**src/shift_move_pkg.sv**
```systemverilog
package shift_move_pkg;

  localparam int DATA_W = 8;
  localparam int ADDR_W = 7;
  localparam logic [6:0] ADDR_MAX = 7'h7f;
  localparam logic [7:0] ACC_RESET = 8'h00;
  localparam logic CARRY_RESET = 1'b0;
  localparam logic NULL_RESET = 1'b0;
  localparam logic TARGET_ACC = 1'b0;
  localparam logic TARGET_REG = 1'b1;

  typedef enum logic [1:0] {
    OP_NONE,
    OP_SHIFT_LEFT,
    OP_SHIFT_RIGHT,
    OP_COPY
  } op_type;

  typedef struct packed {
    op_type op;
    logic [6:0] addr;
    logic target_sel;
  } instr_type;

  typedef struct packed {
    logic write_en;
    logic [6:0] addr;
    logic [7:0] data;
  } file_write_type;

endpackage

```
**src/shift_move_unit.sv**
```systemverilog
`timescale 1ns/1ps
`default_nettype none

// ===========================================
// Combinational result generation
module shift_move_unit (
  input wire shift_move_pkg::op_type op, // Operation
  input wire logic [7:0] operand, // File register value
  input wire logic carry_in, // Current carry
  output logic [7:0] result, // Computed result
  output logic carry_out, // Next carry
  output logic carry_touch // Op writes carry
);

  always_comb begin
    result = operand;
    carry_out = carry_in;
    carry_touch = 1'b0;
    case (op)
      shift_move_pkg::OP_SHIFT_LEFT: begin
        result = {operand[6:0], 1'b0};
        carry_out = operand[7];
        carry_touch = 1'b1;
      end
      shift_move_pkg::OP_SHIFT_RIGHT: begin
        result = {1'b0, operand[7:1]};
        carry_out = operand[0];
        carry_touch = 1'b1;
      end
      shift_move_pkg::OP_COPY: begin
        result = operand;
      end
      default: begin
        result = operand;
      end
    endcase
  end

endmodule

`default_nettype wire

```
**src/shift_and_move_datapath.sv**
```systemverilog
`timescale 1ns/1ps
`default_nettype none

// Functional notes
// - Left shift, bit 7 to carry
// - Left shift fills bit 0 zero
// - Target select: 0 accumulator, 1 register
// - Right shift, bit 0 to carry
// - Right shift forces bit 7 zero
// - Seven-bit address, one target bit
// - Copy to accumulator or same register
// - Copy updates zero flag always
module shift_and_move_datapath (
  input wire logic clk, // Core clock
  input wire logic rst, // Async reset, high
  input wire shift_move_pkg::instr_type instr, // Decoded instruction
  input wire logic [7:0] operand_data, // Addressed register value
  output logic [6:0] operand_addr, // Register file read address
  output shift_move_pkg::file_write_type file_write, // Write-back
  output logic [7:0] acc_value, // Accumulator
  output logic shift_out_bit, // Carry flag
  output logic null_result_flag // Zero flag
);

  // ===========================================
  // Result computation
  logic [7:0] result;
  logic carry_calc;
  logic carry_touch;
  logic active;

  assign operand_addr = instr.addr;
  assign active = instr.op != shift_move_pkg::OP_NONE;

  shift_move_unit u_unit (
    .op(instr.op),
    .operand(operand_data),
    .carry_in(shift_out_bit),
    .result(result),
    .carry_out(carry_calc),
    .carry_touch(carry_touch)
  );

  // ===========================================
  // Architectural state
  logic [7:0] acc_reg, acc_next;
  logic carry_reg, carry_next;
  logic zero_reg, zero_next;
  shift_move_pkg::file_write_type wr_reg, wr_next;

  always_comb begin
    acc_next = acc_reg;
    carry_next = carry_reg;
    zero_next = zero_reg;
    wr_next = '0;
    if (active) begin
      // Copy with register target still rewrites, keeping timing uniform
      if (instr.target_sel == shift_move_pkg::TARGET_ACC) begin
        acc_next = result;
      end else begin
        wr_next.write_en = 1'b1;
        wr_next.addr = instr.addr;
        wr_next.data = result;
      end
      zero_next = (result == 8'h00);
      if (carry_touch) begin
        carry_next = carry_calc;
      end
    end
  end

  always_ff @(posedge clk or posedge rst) begin
    if (rst) begin
      acc_reg <= shift_move_pkg::ACC_RESET;
      carry_reg <= shift_move_pkg::CARRY_RESET;
      zero_reg <= shift_move_pkg::NULL_RESET;
      wr_reg <= '0;
    end else begin
      acc_reg <= acc_next;
      carry_reg <= carry_next;
      zero_reg <= zero_next;
      wr_reg <= wr_next;
    end
  end

  assign acc_value = acc_reg;
  assign shift_out_bit = carry_reg;
  assign null_result_flag = zero_reg;
  assign file_write = wr_reg;

  // ===========================================
  // Reference result for the checks
  // Kept apart from the unit so a slip there is not mirrored here
  function automatic logic [7:0] expect_result(
    input shift_move_pkg::op_type op,
    input logic [7:0] value
  );
    logic [7:0] res;
    res = value;
    case (op)
      shift_move_pkg::OP_SHIFT_LEFT: begin
        res = {value[6:0], 1'b0};
      end
      shift_move_pkg::OP_SHIFT_RIGHT: begin
        res = {1'b0, value[7:1]};
      end
      default: begin
        res = value;
      end
    endcase
    return res;
  endfunction

  // ===========================================
  // Checks
  property p_left_carry;
    @(posedge clk) disable iff (rst)
    instr.op == shift_move_pkg::OP_SHIFT_LEFT
      |=> shift_out_bit == $past(operand_data[7]);
  endproperty
  a_left_carry: assert property (p_left_carry)
    else $error("left shift carry wrong");

  property p_left_fill;
    @(posedge clk) disable iff (rst)
    instr.op == shift_move_pkg::OP_SHIFT_LEFT && !instr.target_sel
      |=> acc_value == {$past(operand_data[6:0]), 1'b0};
  endproperty
  a_left_fill: assert property (p_left_fill)
    else $error("left shift result wrong");

  property p_target_reg;
    @(posedge clk) disable iff (rst)
    active && instr.target_sel
      |=> file_write.write_en && file_write.addr == $past(instr.addr)
          && $stable(acc_value);
  endproperty
  a_target_reg: assert property (p_target_reg)
    else $error("register target not written");

  property p_right_carry;
    @(posedge clk) disable iff (rst)
    instr.op == shift_move_pkg::OP_SHIFT_RIGHT
      |=> shift_out_bit == $past(operand_data[0]);
  endproperty
  a_right_carry: assert property (p_right_carry)
    else $error("right shift carry wrong");

  property p_right_msb;
    @(posedge clk) disable iff (rst)
    instr.op == shift_move_pkg::OP_SHIFT_RIGHT && instr.target_sel
      |=> file_write.data == {1'b0, $past(operand_data[7:1])};
  endproperty
  a_right_msb: assert property (p_right_msb)
    else $error("right shift result wrong");

  property p_addr;
    @(posedge clk) disable iff (rst)
    operand_addr == instr.addr && operand_addr <= shift_move_pkg::ADDR_MAX;
  endproperty
  a_addr: assert property (p_addr)
    else $error("operand address mismatch");

  property p_copy;
    @(posedge clk) disable iff (rst)
    instr.op == shift_move_pkg::OP_COPY
      |=> $stable(shift_out_bit) && (file_write.write_en
          ? file_write.data == $past(operand_data)
          : acc_value == $past(operand_data));
  endproperty
  a_copy: assert property (p_copy)
    else $error("copy result wrong");

  property p_zero;
    @(posedge clk) disable iff (rst)
    active |=> null_result_flag
      == (expect_result($past(instr.op), $past(operand_data)) == 8'h00);
  endproperty
  a_zero: assert property (p_zero)
    else $error("zero flag wrong");

  property p_copy_zero;
    @(posedge clk) disable iff (rst)
    instr.op == shift_move_pkg::OP_COPY && instr.target_sel
      |=> null_result_flag == ($past(operand_data) == 8'h00);
  endproperty
  a_copy_zero: assert property (p_copy_zero)
    else $error("copy zero test wrong");

  property p_target_acc;
    @(posedge clk) disable iff (rst)
    active && instr.target_sel == shift_move_pkg::TARGET_ACC
      |=> !file_write.write_en;
  endproperty
  a_target_acc: assert property (p_target_acc)
    else $error("accumulator target wrote register");

  property p_left_reg;
    @(posedge clk) disable iff (rst)
    instr.op == shift_move_pkg::OP_SHIFT_LEFT && instr.target_sel
      |=> file_write.data == {$past(operand_data[6:0]), 1'b0};
  endproperty
  a_left_reg: assert property (p_left_reg)
    else $error("left shift write-back wrong");

  property p_right_acc;
    @(posedge clk) disable iff (rst)
    instr.op == shift_move_pkg::OP_SHIFT_RIGHT && !instr.target_sel
      |=> acc_value == {1'b0, $past(operand_data[7:1])};
  endproperty
  a_right_acc: assert property (p_right_acc)
    else $error("right shift accumulator wrong");

  property p_idle;
    @(posedge clk) disable iff (rst)
    !active |=> $stable(null_result_flag) && $stable(acc_value)
      && !file_write.write_en;
  endproperty
  a_idle: assert property (p_idle)
    else $error("idle cycle changed state");

  c_left_reg: cover property (@(posedge clk) disable iff (rst)
    instr.op == shift_move_pkg::OP_SHIFT_LEFT && instr.target_sel);
  c_right_acc: cover property (@(posedge clk) disable iff (rst)
    instr.op == shift_move_pkg::OP_SHIFT_RIGHT && !instr.target_sel);
  c_copy_zero: cover property (@(posedge clk) disable iff (rst)
    instr.op == shift_move_pkg::OP_COPY && instr.target_sel
    && operand_data == 8'h00);
  c_right_zero: cover property (@(posedge clk) disable iff (rst)
    instr.op == shift_move_pkg::OP_SHIFT_RIGHT && operand_data == 8'h01);

endmodule

`default_nettype wire

```
**config.mk**
```make
export PLATFORM = sky130hd
export DESIGN_NAME = shift_and_move_datapath
export DESIGN_NICKNAME = d
export VERILOG_FILES = /design/src/shift_move_pkg.sv /design/src/shift_move_unit.sv /design/src/shift_and_move_datapath.sv
export SDC_FILE = /design/constraint.sdc
export NUM_CORES = 1
export LEC_CHECK = 0
export BUFFER_PORTS_ARGS = -buffer_cell sky130_fd_sc_hd__buf_2
export CELL_PAD_IN_SITES_DETAIL_PLACEMENT = 0
export CELL_PAD_IN_SITES_GLOBAL_PLACEMENT = 1
export CORE_UTILIZATION = 36
export DETAILED_ROUTE_END_ITERATION = 6
export PLACE_DENSITY_LB_ADDON = 0.12
export SLEW_MARGIN = 20
export SYNTH_ARGS = -nofsm -noshare
export SYNTH_HDL_FRONTEND = slang
export SYNTH_SLANG_ARGS = --single-unit
```
**constraint.sdc**
```tcl
create_clock -name clk -period 1.9 [get_ports clk]
set_clock_uncertainty 0.15 [all_clocks]
set_input_delay 0.38 -clock clk [delete_from_list [all_inputs] [get_ports clk]]
set_output_delay 0.38 -clock clk [all_outputs]
set_load 0.1 [all_outputs]
```
==> results.sh <==
export IMPL_grt_pass1_wl_um=3690
export IMPL_cp_end_kind="primary output"
export IMPL_portBuffers=52
export IMPL_fmax_ghz=0.602
export IMPL_ys_seq_area_share_pct=56.0
export IMPL_yosysTopAreaCellShare_pct=56.0
export IMPL_post_dp_hpwl_um=1850
export IMPL_nNetsFinal=185
export IMPL_power_density_mw_per_mm2=1070
export IMPL_cts_setup_buffers=0
export IMPL_start_util_pct=38.1
export IMPL_clockBufferDepth=2
export IMPL_num_antenna_cells=0
export IMPL_syn_area_mm2=0.00116
export IMPL_die_w_um=58.8
export IMPL_root_buffer="clkbuf_4"
export IMPL_worstPathCellList="buf_2"
export IMPL_nFillCells=307
export IMPL_crit_path_start="null_result_flag"
export IMPL_rsz0062_at_grt="no"
export IMPL_syn_inst=104
export IMPL_core_mm2=0.00305
export IMPL_netlist_top_cells_area="dfrtp_1 56%, mux2i_1 6.0%, buf_4 4.5%"
export IMPL_dieArea_mm2=0.00346
export IMPL_irDropWorstVdd_uv=376
export IMPL_maxCapViolations=0
export IMPL_r2r_end="acc_value[2]"
export IMPL_final_core_util_pct=50.6
export IMPL_routabilityCongestion=0.748
export IMPL_crit_family="buffers and inverters"
export IMPL_grt_overflow=0
export IMPL_min_path_type="in -> reg"
export IMPL_drt_first_iter_violations=14
export IMPL_antenna_found_initial=0
export IMPL_die_y_um=58.8
export IMPL_r2r_setup_slack_ns=1.07
export IMPL_routedWlPerCell_um=11.1
export IMPL_timing_final_crit_share_pct=87.5
export IMPL_grt_pass1_vias=838
export IMPL_worstMarginPinSlew_ns=0.495
export IMPL_postRouteAntennaNets=0
export IMPL_hold_buffers=1
export IMPL_insertion_delay_ns=0.31
export IMPL_post_route_min_period_ns=1.66
export IMPL_reg2reg_depth=2
export IMPL_area_growth_pct=32.8
export IMPL_setup_worst_path_end="null_result_flag"
export IMPL_clock_sinks=26
export IMPL_track_usage_pct=14.3
export IMPL_cts_reportedPaths_clkPinSlew_ns=0.15
export IMPL_post_cts_resized=0
export IMPL_ys_ff_latch=26
export IMPL_avgViaCountPerCell=4.32
export IMPL_drc_errors=0
export IMPL_worstPathRequired_ns=1.37
export IMPL_outcome="finished clean"
export IMPL_cp_start_kind="register"
export IMPL_setup_violations=0
export IMPL_ys_warnings_count=0
export IMPL_dp_slack_ns=-0.0861
export IMPL_syn_nets=127
export IMPL_htreeDepth=1
export IMPL_slew_viol_final=0
export IMPL_use_met2_pct=25.0
export IMPL_cp_slowest_stage_delay_ns=0.43
export IMPL_hold_violations=0
export IMPL_cp_slowest_cell="buf_2"
export IMPL_critical_path_arrival_ns=1.13
export IMPL_gr_usage_met3_pct=2.64
export IMPL_power_leakage_nw=0.863
export IMPL_crit_cells=1
export IMPL_vias=886
export IMPL_worstSetupPathType="reg -> out"
export IMPL_grt_busiest_layer="met2"
export IMPL_layout_drive_gt1_share_pct=46.6
export IMPL_r2r_start="acc_value[2]"
export IMPL_fp_row_count=20
export IMPL_cts_tree="done"
export IMPL_ys_types=24
export IMPL_crit_buf_inv=1
export IMPL_setup_ws_ns=0.238
export IMPL_first_pass_iters=4
export IMPL_numCtsBuffers=3
export IMPL_grt_max_degree=27
export IMPL_io_pins=53
export IMPL_slew_headroom_pct=67.2
export IMPL_path_max_fanout=2
export IMPL_finalPower_mw=1.66
export IMPL_synth_top_area_cell="dfrtp_1"
export IMPL_drt_total_wl_um=2270
export IMPL_synth_area_per_cell_um2=11.2
export IMPL_met1_usage_pct=17.6
==> cells by family after synthesis <==
logic type | synth area share (%)
DFF | 56.0
buffers and inverters | 8.72
AOI/OAI and AO/OA | 9.47
adders and majority gates | 3.23
and+or+nand+nor | 16.6
muxes | 6.03
==> registers in the layout, summed over array words and instances (netlist names) <==
signal            flops
file_write           16
null_result_flag      1
shift_out_bit         1
acc_value             8
==> power by group <==
group | internal [mW] | switching [mW] | total (mW)
clock network | 0.213 | 0.161 | 0.374
logic | 0.129 | 0.536 | 0.666
registers | 0.601 | 0.0184 | 0.619
==> cells in the final DEF (no fill, tap or decap) <==
cell           instances
dfrtp_1               26
nand3_1                1
or2_2                  1
nand4_1                1
nand2b_1               1
bufinv_16              1
and3_2                 1
ha_1                   3
nor4_2                 1
o31ai_2                1
o21ai_0                7
buf_4                 12
mux2i_1                7
clkbuf_4               3
nor2_1                11
inv_1                  4
dlygate4sd3_1          1
a21oi_1                1
and2b_2                1
and2b_4                1
a22o_1                 6
nand2_1                9
buf_2                 52
and3_4                 1
o21ai_1                1
and2_1                 7
==> metal layers <==
layer | share of wire (%) | wire length [µm]
met5 | 0 | 0
met4 | 0.75 | 17
met3 | 4.5 | 103
met2 | 50 | 1130
met1 | 45 | 1020
==> worst min path at each step <==
stage	startpoint	slack, ns	endpoint	cells after the start
final	instr[7]	0.11	file_write[14]	2
after global routing	instr[3]	0.1	file_write[10]	2
after floorplan	rst	0.27	acc_value[0]	1
after CTS	instr[7]	0.11	file_write[14]	2
after detailed placement	rst	0.30	file_write[0]	3
after global placement	rst	0.29	file_write[9]	3
==> stage by stage <==
stage          TNS (ns)  area (µm²)  hold slack, ns  cells
2_1_floorplan         0        1160           0.270    104
3_5_place_dp    -0.0861        1480           0.301    200
3_3_place_gp    -0.0231        1480           0.291    200
6_report              0        1540           0.112    205
4_1_cts               0        1540           0.106    205
5_1_grt               0        1540          0.0984    205
==> area by class of cell <==
type	count	area (µm²)	area share (%)
flip-flops and latches	26	651	42.1
multi-input cells	62	410	26.6
repair buffers	65	360	23.3
well taps	44	55.1	3.57
clock inverters	1	30.0	1.94
clock buffers	3	22.5	1.46
inverters	4	15.0	0.972
==> synth_stat cells <==
library cell and count:
a21oi_1 1, a22o_1 6, and2_1 7, and2b_2 1, and2b_4 1, and3_2 1
and3_4 1, buf_4 7, buf_6 2, clkbuf_1 3, dfrtp_1 26, ha_1 3
inv_1 4, mux2i_1 7, nand2_1 9, nand2b_1 1, nand3_1 1, nand4_1 1
nor2_1 11, nor4_2 1, o21ai_0 7, o21ai_1 1, o31ai_2 1, or2_2 1
No activity file was read; power rests on OpenSTA's default activity.
